### config.mk
export PLATFORM = sky130hd
export DESIGN_NAME = dtc_command
export DESIGN_NICKNAME = d
export VERILOG_FILES = /design/src/hdl/dtc_pkg.sv /design/src/hdl/dtc_debounce.sv /design/src/hdl/dtc_command.sv
export SDC_FILE = /design/constraint.sdc
export NUM_CORES = 1
export LEC_CHECK = 0
export ABC_AREA = 1
export CORE_MARGIN = 10
export CORE_UTILIZATION = 60
export CTS_CLUSTER_SIZE = 20
export DETAILED_ROUTE_END_ITERATION = 16
export DONT_BUFFER_PORTS = 1
export PLACE_DENSITY = 0.75
export SYNTH_ARGS = -nofsm -noshare
export SYNTH_HDL_FRONTEND = slang
export SYNTH_HIERARCHICAL = 1
export SYNTH_SLANG_ARGS = --single-unit
### constraint.sdc
create_clock -name i_clock -period 6.94 [get_ports i_clock]
set_clock_uncertainty 0.15 [all_clocks]
set_input_delay 2.082 -clock i_clock [delete_from_list [all_inputs] [get_ports i_clock]]
set_output_delay 2.082 -clock i_clock [all_outputs]
set_load 0.05 [all_outputs]
### src/hdl/dtc_pkg.sv
// package for the drive terminal command logic: input positions,
// configuration carrier, reset values and timing counts.
// assumes a single 10 MHz system clock shared by every user of it.
package dtc_pkg;

    // data width of speed, ramp and torque words
    localparam int DTC_W = 16;

    // positions of the eight terminal inputs in the input vector
    localparam int DI_JOG_ONE = 0;
    localparam int DI_JOG_TWO = 1;
    localparam int DI_EXT_FAULT = 2;
    localparam int DI_EXT_ALARM = 3;
    localparam int DI_ESTOP = 4;
    localparam int DI_FAULT_ACK = 5;
    localparam int DI_ON_OFF = 6;
    localparam int DI_RUN = 7;
    localparam int NUM_DI = 8;

    // reset value of the debounced levels: all low, so estop reads open
    localparam logic [NUM_DI-1:0] DI_RST_LEVELS = 8'h00;

    // full torque limit (100.00 % in units of 0.01 %)
    localparam logic [DTC_W-1:0] FULL_TORQUE = 16'h2710;
    localparam logic [DTC_W-1:0] SPEED_ZERO = 16'h0000;

    // input settling time and its count of clock cycles
    localparam int CLK_PERIOD_NS = 100;
    localparam int DEBOUNCE_US = 1000;
    localparam int DEBOUNCE_CYCLES = (DEBOUNCE_US * 1000 + CLK_PERIOD_NS - 1)
        / CLK_PERIOD_NS;
    localparam int DEB_CNT_W = 16;

    // static configuration set during commissioning
    typedef struct packed {
        logic hand_auto_sel;                  // hand/auto terminal layout
        logic limited_speed_control;          // torque limit from analog 2
        logic [DTC_W-1:0] jog_one_speed;
        logic [DTC_W-1:0] jog_two_speed;
        logic [DTC_W-1:0] accel_ramp;
        logic [DTC_W-1:0] decel_ramp;
        logic [DTC_W-1:0] jog_accel_ramp;
        logic [DTC_W-1:0] jog_decel_ramp;
        logic [DTC_W-1:0] zero_speed_lev;     // standstill band, magnitude
    } dtc_cfg_t;

endpackage

### src/hdl/dtc_debounce.sv
// three-stage synchroniser and settling filter for terminal inputs.
// assumes pins change at will with respect to i_clock.
`timescale 1ns/100ps

module dtc_debounce #(
    parameter int N = 8,
    parameter int CW = 16,
    parameter int DEB_CYCLES = 10000
)
(
    // clock and reset
    input wire logic i_clock,
    input wire logic i_rst,
    // raw pins
    input wire logic [N-1:0] i_pins,
    // settled levels
    output logic [N-1:0] o_levels
);

    typedef struct packed {
        logic [N-1:0] s1;
        logic [N-1:0] s2;
        logic [N-1:0] s3;
        logic [N-1:0] level;
        logic [N-1:0][CW-1:0] cnt;
    } dtc_deb_state_t;

    dtc_deb_state_t st_q;
    dtc_deb_state_t st_d;

    // refuse a settling count the counter cannot hold
    if (DEB_CYCLES < 1 || DEB_CYCLES >= (2 ** CW))
    begin : g_bad_count
        $error("dtc_debounce: DEB_CYCLES out of counter range");
    end

    // a change counts only when stages two and three agree, and then only
    // after it has held for the full settling count
    always_comb
    begin
        st_d = st_q;
        st_d.s1 = i_pins;
        st_d.s2 = st_q.s1;
        st_d.s3 = st_q.s2;
        for (int i = 0; i < N; i++)
        begin
            if (st_q.s2[i] == st_q.s3[i] && st_q.s3[i] != st_q.level[i])
            begin
                if (st_q.cnt[i] == CW'(DEB_CYCLES - 1))
                begin
                    st_d.level[i] = st_q.s3[i];
                    st_d.cnt[i] = '0;
                end
                else
                begin
                    st_d.cnt[i] = st_q.cnt[i] + 1'b1;
                end
            end
            else
            begin
                st_d.cnt[i] = '0;  // bounce restarts the wait
            end
        end
    end

    // state register
    always_ff @(posedge i_clock or posedge i_rst)
    begin
        if (i_rst)
        begin
            st_q <= '0;
        end
        else
        begin
            st_q <= st_d;
        end
    end

    assign o_levels = st_q.level;
endmodule // dtc_debounce

### src/hdl/dtc_command.sv
// terminal command logic of the dc drive, standard terminal layout with
// an optional hand/auto layout. decodes the eight digital inputs, resolves
// the jog/start interlock and drives the five status outputs.
// assumes pins are asynchronous and the configuration is static.
`timescale 1ns/100ps

module dtc_command #(
    parameter int DEB_CYCLES = dtc_pkg::DEBOUNCE_CYCLES
)
(
    // clock and reset
    input wire logic i_clock,
    input wire logic i_rst,
    // terminal inputs
    input wire logic i_jog_one_in,
    input wire logic i_jog_two_in,
    input wire logic i_ext_fault_in,
    input wire logic i_ext_alarm_in,
    input wire logic i_estop_loop_in,
    input wire logic i_fault_ack_in,
    input wire logic i_on_off_in,
    input wire logic i_run_in,
    // analog values and configuration
    input wire logic [dtc_pkg::DTC_W-1:0] i_speed_ref_analog,
    input wire logic [dtc_pkg::DTC_W-1:0] i_torque_lim_analog,
    input wire logic signed [dtc_pkg::DTC_W-1:0] i_speed_actual,
    input wire dtc_pkg::dtc_cfg_t i_cfg,
    // terminal outputs
    output logic o_ready_for_run_out,
    output logic o_running_out,
    output logic o_zero_speed_out,
    output logic o_group_fault_out,
    output logic o_main_contactor_out,
    // towards ramp and regulator
    output logic o_current_ctrl_en,
    output logic [dtc_pkg::DTC_W-1:0] o_speed_ref,
    output logic [dtc_pkg::DTC_W-1:0] o_accel_ramp,
    output logic [dtc_pkg::DTC_W-1:0] o_decel_ramp,
    output logic [dtc_pkg::DTC_W-1:0] o_torque_limit,
    output logic o_jog_active,
    output logic o_fault_active,
    output logic o_alarm_active,
    output logic [dtc_pkg::DTC_W-1:0] o_speed_actual_analog_out
);

    typedef struct packed {
        logic ack_prev;
        logic fault;
        logic alarm;
        logic ready;
        logic running;
        logic zero;
        logic group;
        logic contactor;
        logic jog;
        logic [dtc_pkg::DTC_W-1:0] speed_ref;
        logic [dtc_pkg::DTC_W-1:0] accel;
        logic [dtc_pkg::DTC_W-1:0] decel;
        logic [dtc_pkg::DTC_W-1:0] torque;
        logic [dtc_pkg::DTC_W-1:0] speed_act;
    } dtc_state_t;

    dtc_state_t st_q;
    dtc_state_t st_d;
    logic [dtc_pkg::NUM_DI-1:0] pins;
    logic [dtc_pkg::NUM_DI-1:0] db;

    // magnitude of a signed speed word
    function automatic logic [dtc_pkg::DTC_W-1:0] speed_mag(
        input logic signed [dtc_pkg::DTC_W-1:0] v);
        speed_mag = v[dtc_pkg::DTC_W-1] ? dtc_pkg::DTC_W'(-v) : v;
    endfunction

    // gather the pins into one vector for the filter
    always_comb
    begin
        pins = '0;
        pins[dtc_pkg::DI_JOG_ONE] = i_jog_one_in;
        pins[dtc_pkg::DI_JOG_TWO] = i_jog_two_in;
        pins[dtc_pkg::DI_EXT_FAULT] = i_ext_fault_in;
        pins[dtc_pkg::DI_EXT_ALARM] = i_ext_alarm_in;
        pins[dtc_pkg::DI_ESTOP] = i_estop_loop_in;
        pins[dtc_pkg::DI_FAULT_ACK] = i_fault_ack_in;
        pins[dtc_pkg::DI_ON_OFF] = i_on_off_in;
        pins[dtc_pkg::DI_RUN] = i_run_in;
    end

    // no command logic sees a raw pin
    dtc_debounce #(
        .N(dtc_pkg::NUM_DI),
        .CW(dtc_pkg::DEB_CNT_W),
        .DEB_CYCLES(DEB_CYCLES)
    ) u_debounce (
        .i_clock(i_clock),
        .i_rst(i_rst),
        .i_pins(pins),
        .o_levels(db)
    );

    // command decode; the filter already costs a millisecond, so one more
    // register stage on the outputs is free and keeps them glitchless
    always_comb
    begin
        logic on_cmd;
        logic estop_ok;
        logic ack_rise;
        logic permit;
        logic start_cmd;
        logic jog;
        logic auto_sel;
        logic [dtc_pkg::DTC_W-1:0] ref_sel;
        on_cmd = db[dtc_pkg::DI_ON_OFF];
        estop_ok = db[dtc_pkg::DI_ESTOP];
        ack_rise = db[dtc_pkg::DI_FAULT_ACK] & ~st_q.ack_prev;
        auto_sel = db[dtc_pkg::DI_JOG_TWO];
        start_cmd = 1'b0;
        jog = 1'b0;
        ref_sel = dtc_pkg::SPEED_ZERO;
        permit = 1'b0;
        st_d = st_q;
        st_d.ack_prev = db[dtc_pkg::DI_FAULT_ACK];
        // a fault present at the acknowledge edge stays set
        st_d.fault = db[dtc_pkg::DI_EXT_FAULT]
            | (st_q.fault & ~ack_rise);
        st_d.alarm = db[dtc_pkg::DI_EXT_ALARM];
        if (i_cfg.hand_auto_sel)
        begin
            // hand: start on first input, ref analog one; auto: run input
            start_cmd = auto_sel ? db[dtc_pkg::DI_RUN]
                                 : db[dtc_pkg::DI_JOG_ONE];
            ref_sel = auto_sel ? i_torque_lim_analog
                               : i_speed_ref_analog;
        end
        else if (db[dtc_pkg::DI_RUN])
        begin
            start_cmd = 1'b1;
            ref_sel = i_speed_ref_analog;
        end
        else if (db[dtc_pkg::DI_JOG_TWO])
        begin
            start_cmd = 1'b1;
            jog = 1'b1;
            ref_sel = i_cfg.jog_two_speed;
        end
        else if (db[dtc_pkg::DI_JOG_ONE])
        begin
            start_cmd = 1'b1;
            jog = 1'b1;
            ref_sel = i_cfg.jog_one_speed;
        end
        // off, open loop or a latched fault all hold the drive stopped
        permit = on_cmd & estop_ok & ~st_q.fault;
        st_d.running = permit & start_cmd;
        st_d.ready = permit & ~start_cmd;
        st_d.jog = permit & start_cmd & jog;
        st_d.speed_ref = (permit & start_cmd) ? ref_sel
                                              : dtc_pkg::SPEED_ZERO;
        st_d.accel = jog ? i_cfg.jog_accel_ramp : i_cfg.accel_ramp;
        st_d.decel = jog ? i_cfg.jog_decel_ramp : i_cfg.decel_ramp;
        st_d.torque = i_cfg.limited_speed_control ? i_torque_lim_analog
                                                  : dtc_pkg::FULL_TORQUE;
        st_d.zero = speed_mag(i_speed_actual) <= i_cfg.zero_speed_lev;
        st_d.group = st_d.fault | st_d.alarm;
        st_d.contactor = on_cmd;
        st_d.speed_act = i_speed_actual;
    end

    // state register
    always_ff @(posedge i_clock or posedge i_rst)
    begin
        if (i_rst)
        begin
            st_q <= '0;
        end
        else
        begin
            st_q <= st_d;
        end
    end

    // outputs straight from the state register
    assign o_ready_for_run_out = st_q.ready;
    assign o_running_out = st_q.running;
    assign o_current_ctrl_en = st_q.running;
    assign o_zero_speed_out = st_q.zero;
    assign o_group_fault_out = st_q.group;
    assign o_main_contactor_out = st_q.contactor;
    assign o_speed_ref = st_q.speed_ref;
    assign o_accel_ramp = st_q.accel;
    assign o_decel_ramp = st_q.decel;
    assign o_torque_limit = st_q.torque;
    assign o_jog_active = st_q.jog;
    assign o_fault_active = st_q.fault;
    assign o_alarm_active = st_q.alarm;
    assign o_speed_actual_analog_out = st_q.speed_act;
endmodule // dtc_command

==> results_dict.tcl, run 1 <==
set metrics [dict create \
    drt_first_pass_iters 5 \
    synth_top_area_frac 0.455 \
    route.vias.total 10533 \
    wl_um 32900 \
    ir_worst_vdd_uv 183 \
    critPathArrivalTime_ns 1.50 \
    synth_warnings 6 \
    critPathLaunchType "flop" \
    core_um2 22600 \
    wl_per_cell_um 16.8 \
    clock-sinks 249 \
    netlist_top_cells_area "dfrtp_1 (45%), nand2_1 (12%), nor2_1 (8.1%), buf_4 (5.0%), inv_1 (4.6%)" \
    rows 55 \
    cts_root_buf "clkbuf_16" \
    dp_hpwl_um 25300 \
    clk_pin_slew_ns 0.07 \
    status "finished clean" \
    fin_crit_sh 0.538 \
    synth_cell_types 37 \
    synth_mux_area_frac 0 \
    ant_nets 0 \
    hold_path.class "flop to flop" \
    grt_usage 0.218 \
    synth_nets 1928 \
    postSynthCellCount 1731 \
    dieArea_um2 29300 \
    hold_viol 0 \
    num_antenna_cells 0 \
    start_util 0.607 \
    synth_xor_area_frac 0.0332 \
    layout-drive-gt1-share 0.117 \
    cts_tree "built" \
    cts_resized 0 \
    ys_ff_latch 249 \
    antenna_found_initial 0 \
    slew_headroom 0.381 \
    fin_crit_ns 3.73 \
    worst_pin_slew_ns 0.930 \
    h-tree-depth 1 \
    routed_via_density 5.38 \
    final_max_slew_viol_count 0 \
    grt_max_degree 68 \
    final_area_um2 14100 \
    post_synth_instance_area_um2 13700 \
    synthesis.area_per_instance_um2 7.91 \
    setup_viol 0 \
    yosys.area.top_type "dfrtp_1" \
    max_freq_mhz 268 \
    finalSetupTns_ns 0 \
    worst_setup_path_end_kind "primary output" \
    grt_setup_unrepaired "no" \
    synth_fa_ha_area_frac 0.0228 \
    cp.required_ns 4.71 \
    grt-ovfl-total 0 \
    synth_top_family_by_area "simple AND/OR/NAND/NOR gates" \
    synth-simple-area-share 0.335 \
    yosysSeqAreaShare 0.455 \
    cts-buffers-inserted 27 \
    leakagePower_nw 6.58 \
    drv_cap 0 \
    powerDensity_nw_per_um2 217 \
    crit_type "flop to primary output" \
    die_w_um 171 \
    area_growth_pct 3.05 \
    synth-compound-area-share 0.0454 \
    crit_fanout 2 \
    place_congestion 0.947 \
    drt_iter0_markers 854 \
    fp.dieH_um 171 \
    grt_pass1_wl_um 52100 \
    nets 1849 \
    io_pins 261 \
    clk_latency_ns 0.53 \
    port-buffer-count 0 \
    grt_pass1_vias 10142 \
    clk_path_buf_depth 3 \
    post_cts_buffers 0 \
    ctsHoldBuffers 0 \
    drcViolationCount 0 \
    placedInstanceArea_um2 13300 \
]
==> per-layer routing <==
layer / track usage / part of all wire / vias to the layer above
met5: 0 / 0 / -
met4: 0.0832 / 0.038 / 0
met2: 0.369 / 0.48 / 346
met1: 0.261 / 0.39 / 4909
li1: - / - / 5207
met3: 0.0588 / 0.088 / 71
==> through the flow <==
| stage | setup WS [ns] | total power [mW] | hold WS, ns | util | std cells |
|---|---|---|---|---|---|
| 2_1_floorplan | 0.388 | 1.76 | 0.181 | - | 1731 |
| 3_3_place_gp | 2.89 | 1.76 | 0.185 | 0.589 | 1908 |
| 3_5_place_dp | 2.80 | 1.77 | 0.185 | 0.589 | 1908 |
| 4_1_cts | 3.19 | 3.11 | 0.197 | 0.625 | 1956 |
| 5_1_grt | 3.14 | 3.20 | 0.195 | 0.625 | 1956 |
| 6_report | 3.21 | 3.06 | 0.195 | 0.625 | 1956 |
==> synthesized netlist by cell type <==
master    instances
nand2_1         437
nor2_1          295
dfrtp_1         249
inv_1           167
nand3_1         106
buf_4            91
nand4_1          56
nor2_2           45
nand2_2          35
xor2_1           32
o211ai_1         27
ha_1             25
nor2_4           21
xnor2_1          20
a21oi_1          19
inv_2            16
a31oi_1          14
buf_2            13
o21ai_0          10
nor3b_2           9
o21bai_2          8
o21bai_1          6
clkbuf_1          5
nand3_2           4
nor3b_1           4
o21ai_2           3
nand3b_1          2
nor3_1            2
o21ai_1           2
a21o_1            1
buf_6             1
buf_8             1
clkinv_1          1
inv_4             1
o21a_1            1
or2_2             1
or2_4             1
==> sequential cells by signal (all words and copies together) (netlist names), 8 cells and up <==
name,flops
u_debounce/st_q,136
o_accel_ramp,16
o_decel_ramp,16
o_speed_actual_analog_out,16
o_speed_ref,16
o_torque_limit,16
u_debounce/st_d,16
u_debounce/o_levels,8
==> power by group <==
part	total (mW)	internal, mW	leakage [nW]	switching (mW)
Combinational	0.158	0.0493	2.90	0.109
Sequential	1.58	1.49	3.26	0.0967
Clock	1.32	0.747	0.411	0.573
==> final cells by class <==
cell class | instances | area, um2
clock buffer | 33 | 728
clock inverter | 15 | 95.1
fill | 2015 | 8450
inverter | 185 | 704
multi-input combinational | 1186 | 5980
sequential | 249 | 6230
tap | 285 | 357
timing repair buffer | 3 | 22.5
==> path summary, 6_finish.rpt <==
check                                       startpoint                endpoint  slack, ns  cells past startpoint
worst max-delay path                 o_current_ctrl_en       o_current_ctrl_en       3.21                      0
worst min-delay path              u_debounce/st_d[144]    u_debounce/st_d[136]       0.20                      0
worst max register to register  u_debounce/o_levels[1]        o_decel_ramp[13]       4.18                      5
worst min register to register    u_debounce/st_d[144]    u_debounce/st_d[136]       0.20                      0
max in group asynchronous                        i_rst  u_debounce/o_levels[1]       4.26                      2
min in group asynchronous                        i_rst         o_decel_ramp[7]       1.22                      1
==> logic make-up after synthesis <==
logic type / after synthesis
and+or+nand+nor: 1018
buffers and inverters: 296
DFF: 249
AOI/OAI and AO/OA: 91
xor gates and xnor gates: 52
adders and majority gates: 25
==> placed cells by master (no fill, tap or decap), types with 2 or more instances in the layout <==
cell,n
o21bai_2,8
inv_1,165
clkbuf_1,3
nand2_2,35
nor3_1,2
nor2_2,45
nand3b_1,2
nand3_1,106
inv_4,2
clkinv_2,9
clkbuf_8,3
o21bai_1,6
ha_1,25
nor2_4,21
nor2_1,295
clkinv_4,2
nand2_1,437
clkbuf_16,27
a21oi_1,19
inv_6,3
buf_4,3
xnor2_1,20
nor3b_1,4
inv_2,16
a31oi_1,14
dfrtp_1,248
nor3b_2,9
o21ai_1,2
nand3_2,4
xor2_1,32
o211ai_1,27
clkinvlp_4,2
o21ai_0,10
o21ai_2,3
nand4_1,56
Note: power is estimated with default switching activity, not from simulation.
==> inputs of run 2 (changes only) <==
==> constraint.sdc (replaced) <==
create_clock -name i_clock -period 3.6 [get_ports i_clock]
set_clock_uncertainty 0.15 [all_clocks]
set_input_delay 1.08 -clock i_clock [delete_from_list [all_inputs] [get_ports i_clock]]
set_output_delay 1.08 -clock i_clock [all_outputs]
set_load 0.05 [all_outputs]
==> run 2 against run 1 <==
Against the previous run: die area is the same; hold slack gained 0.0013 ns; critical endpoint is now o_running_out; worst setup slack lost 2.4 ns; highest routed layer unchanged.
==> results_dict.tcl, run 2 (synthesized netlist as in run 1, its figures left out) <==
set metrics [dict create \
    cts_tree "built" \
    met1_length_um 13000 \
    status "finished clean" \
    final_area_um2 14400 \
    final_cell_mix "nand2_1 (437), nor2_1 (295), dfrtp_1 (248), inv_1 (165), nand3_1 (106)" \
    fin_crit_sh 0.779 \
    place_congestion 0.945 \
    worst_setup_path_end_kind "primary output" \
    cts_resized 0 \
    largest_reg_flops 136 \
    ctsHoldBuffers 0 \
    crit_cells 1 \
    cts_root_buf "clkbuf_16" \
    largest-register "u_debounce/st_q" \
    final_common_cell "nand2_1" \
    r2r_end "o_accel_ramp[2]" \
    fin_crit_ns 2.80 \
    drt_iter0_markers 695 \
    core_um2 22600 \
    crit_fanout 2 \
    finalNonFillerCells 1964 \
    rows 55 \
    setup_viol 0 \
    grt_setup_unrepaired "no" \
    crit_type "flop to primary output" \
    clk_pin_slew_ns 0.06 \
    port-buffer-count 0 \
    grt-ovfl-total 0 \
    ir_worst_vdd_uv 486 \
    cp_slowest_cell "dfrtp_1" \
    io_pins 261 \
    power_mw 6.32 \
    finalSetupTns_ns 0 \
    post_cts_buffers 0 \
    grt_max_degree 54 \
    drv_cap 0 \
    route.vias.total 10570 \
    placedInstanceArea_um2 13400 \
    drt_first_pass_iters 7 \
    drcViolationCount 0 \
    wl_met3_um 2980 \
    cts-buffers-inserted 27 \
    layout-drive-gt1-share 0.120 \
    dieArea_um2 29300 \
    area_growth_pct 4.75 \
    crit_family "flip-flops" \
    nets 1855 \
    clk_path_buf_depth 3 \
    leakagePower_nw 6.67 \
    cp-endpoint "o_running_out" \
    reg2reg_from "u_debounce/o_levels[7]" \
    h-tree-depth 1 \
    cp.required_ns 2.37 \
    final_max_slew_viol_count 0 \
    ant_nets 0 \
    dp.cells 1914 \
    wl_um 34000 \
    hold_viol 0 \
    die_w_um 171 \
    crit_start "o_current_ctrl_en" \
    grt_pass1_wl_um 53200 \
    hold_path.class "flop to flop" \
    critPathLaunchType "flop" \
    max_freq_mhz 357 \
    path_cells "buf_4" \
    grt_pass1_vias 10140 \
    top_layer_used "met4" \
    fp.dieH_um 171 \
    wl_per_cell_um 17.3 \
    regToRegSetupSlack_ns 1.39 \
    worstHoldPathCells 0 \
    slew_headroom 0.493 \
    worst_pin_slew_ns 0.759 \
    clock-sinks 249 \
    critPathArrivalTime_ns 1.57 \
    clk_latency_ns 0.53 \
    dp_hpwl_um 25900 \
    routed_via_density 5.38 \
    powerDensity_nw_per_um2 441 \
    wl_met2_um 16700 \
    antenna_found_initial 1 \
    grt_usage 0.226 \
    crit_buf_inv 1 \
    ff2ff_path_depth 6 \
    cpPeakStageDelay_ns 0.71 \
    start_util 0.607 \
    hold_slack_ns 0.197 \
]
==> run 2: through the flow <==
stage | setup WS (ns) | utilization
floorplan | 0.0631 | -
global placement | 0.549 | 0.593
detailed placement | 0.456 | 0.593
CTS | 0.772 | 0.636
global route | 0.749 | 0.636
finish | 0.795 | 0.636
==> run 2: report_power, final <==
part	internal (mW)	switching, mW
clock	1.82	1.13
combinational	0.104	0.215
sequential	2.86	0.188
==> run 2: layout make-up <==
class	count	area [um2]
well taps	285	357
clock inverters	15	218
repair buffers	9	118
inverters	185	703
clock buffers	34	742
diodes	1	2.50
fillers	1906	8220
flip-flops and latches	249	6230
multi-input cells	1186	5980
==> run 2: worst min path at each step <==
stage	slack, ns	endpoint	startpoint
finish	0.20	u_debounce/st_d[140]	u_debounce/st_d[148]
global route	0.21	u_debounce/st_d[140]	u_debounce/st_d[148]
CTS	0.19	u_debounce/st_d[140]	u_debounce/st_d[148]
detailed placement	0.19	u_debounce/st_d[142]	u_debounce/st_d[150]
global placement	0.18	u_debounce/st_d[142]	u_debounce/st_d[150]
floorplan	0.18	u_debounce/st_d[136]	u_debounce/st_d[144]
==> run 2: routing by layer <==
layer / up-vias / track usage
met3: 70 / 0.0629
met1: 4923 / 0.258
met2: 346 / 0.396
met4: 0 / 0.0832
met5: - / 0
li1: 5231 / -
==> inputs of run 3 (changes only) <==
--- a/config.mk
+++ b/config.mk
@@ -7,7 +7,7 @@
 export LEC_CHECK = 0
 export ABC_AREA = 1
 export CORE_MARGIN = 10
-export CORE_UTILIZATION = 60
+export CORE_UTILIZATION = 58
 export CTS_CLUSTER_SIZE = 20
 export DETAILED_ROUTE_END_ITERATION = 16
 export DONT_BUFFER_PORTS = 1
==> constraint.sdc (replaced) <==
create_clock -name i_clock -period 2.5 [get_ports i_clock]
set_clock_uncertainty 0.15 [all_clocks]
set_input_delay 0.75 -clock i_clock [delete_from_list [all_inputs] [get_ports i_clock]]
set_output_delay 0.75 -clock i_clock [all_outputs]
set_load 0.05 [all_outputs]
==> run 3 against run 2 <==
Against the previous run: die area rose by 3.0%; sequential cell count did not move; via count rose by 0.85%; sequential power rose by 44%; clock power rose by 22%; register-to-register slack got worse by 0.71 ns; critical path type unchanged; critical endpoint is now o_speed_ref[0]; largest power group unchanged; highest routed layer unchanged.
==> results_dict.tcl, run 3 (synthesized netlist as in run 1, its figures left out) <==
set metrics [dict create \
    finalNonFillerCells 2003 \
    grt_usage 0.216 \
    hold_path.class "input pin to flop" \
    final_area_um2 14300 \
    whs_endpoint "o_speed_actual_analog_out[1]" \
    fin_crit_sh 0.879 \
    critPathLaunchType "flop" \
    route.vias.total 10660 \
    routed_via_density 5.32 \
    grt_pass1_wl_um 54200 \
    fp.dieH_um 174 \
    nets 1864 \
    worst_pin_slew_ns 0.690 \
    area_growth_pct 4.33 \
    ff2ff_path_depth 6 \
    core_um2 23300 \
    fin_crit_ns 2.20 \
    crit_type "flop to primary output" \
    power_mw 8.47 \
    ir_worst_vdd_uv 513 \
    drcViolationCount 0 \
    status "finished clean" \
    largest_reg_flops 136 \
    place_congestion 0.930 \
    dp.cells 1956 \
    grt_pass1_vias 10159 \
    grtUsageMet3 0.0440 \
    grtUsageMet2 0.380 \
    regToRegSetupSlack_ns 0.68 \
    die_w_um 174 \
    cp.required_ns 1.60 \
    cts_root_buf "clkbuf_16" \
    drv_cap 0 \
    layout-drive-gt1-share 0.121 \
    dp_hpwl_um 25900 \
    final_cell_mix "nand2_1 (437), nor2_1 (295), dfrtp_1 (248), inv_1 (165), nand3_1 (106)" \
    post_cts_buffers 0 \
    worst_setup_path_end_kind "primary output" \
    start_util 0.587 \
    cts-buffers-inserted 27 \
    pre_cts_ws_ns -0.182 \
    placedInstanceArea_um2 13500 \
    crit_start "o_speed_ref[0]" \
    clk_pin_slew_ns 0.06 \
    ant_nets 0 \
    worstHoldPathCells 0 \
    reg2reg_from "u_debounce/o_levels[1]" \
    final_common_cell "nand2_1" \
    hp-start "i_speed_actual[1]" \
    num_antenna_cells 0 \
    clock-sinks 249 \
    port-buffer-count 0 \
    clk_latency_ns 0.53 \
    drt_first_pass_iters 5 \
    fin_ws_ns 0.301 \
    busiest_layer "met2" \
    rows 56 \
    wl_per_cell_um 16.8 \
    fill_cells 2071 \
    crit_fanout 1 \
    cts_tree "built" \
    dieArea_um2 30200 \
    drt_iter0_markers 744 \
    grt_max_degree 60 \
    largest-register "u_debounce/st_q" \
    slew_headroom 0.540 \
    hold_slack_ns 0.0968 \
    critPathArrivalTime_ns 1.30 \
    r2r_end "o_speed_ref[3]" \
    grt_setup_unrepaired "no" \
    grtUsageMet1 0.265 \
    powerDensity_nw_per_um2 592 \
    setup_viol 0 \
    finalSetupTns_ns 0 \
    clk_path_buf_depth 3 \
    h-tree-depth 1 \
    wl_um 33600 \
    antenna_found_initial 0 \
    utilization 0.613 \
    grt-ovfl-total 0 \
    final_max_slew_viol_count 0 \
    io_pins 261 \
    max_freq_mhz 455 \
    hold_viol 0 \
    leakagePower_nw 6.64 \
]
run 3: layout make-up:
| type | count | area, um2 | area share |
|---|---|---|---|
| multi-input combinational | 1186 | 5980 | 0.419 |
| tap | 319 | 399 | 0.0279 |
| timing repair buffer | 18 | 175 | 0.0123 |
| clock buffer | 39 | 761 | 0.0532 |
| inverter | 185 | 704 | 0.0493 |
| sequential | 249 | 6230 | 0.436 |
| clock inverter | 7 | 37.5 | 0.00263 |
run 3: metal layers:
metal	part of all wire	wire length, um
met1	0.41	13700
met4	0.024	815
met3	0.068	2290
met2	0.50	16800
met5	0	0
run 3: what timing repair did:
action,4_1_cts,5_1_grt
gates resized for setup,0,0
hold buffers,1,0
endpoints found under the hold margin,19,0
run 3: worst max-delay path by stage:
| stage | endpoint | slack, ns | cells past startpoint |
|---|---|---|---|
| finish | o_speed_ref[0] | 0.30 | 0 |
| global route | o_zero_speed_out | 0.15 | 15 |
| CTS | o_speed_ref[0] | 0.25 | 0 |
| detailed placement | o_zero_speed_out | -0.18 | 15 |
| global placement | o_zero_speed_out | -0.16 | 15 |
| floorplan | u_debounce/o_levels[0] | -0.43 | 1 |
run 3: where the power goes:
part,total [mW],switching [mW],internal [mW]
Sequential,4.40,0.270,4.13
Combinational,0.463,0.308,0.155
Clock,3.61,1.52,2.09
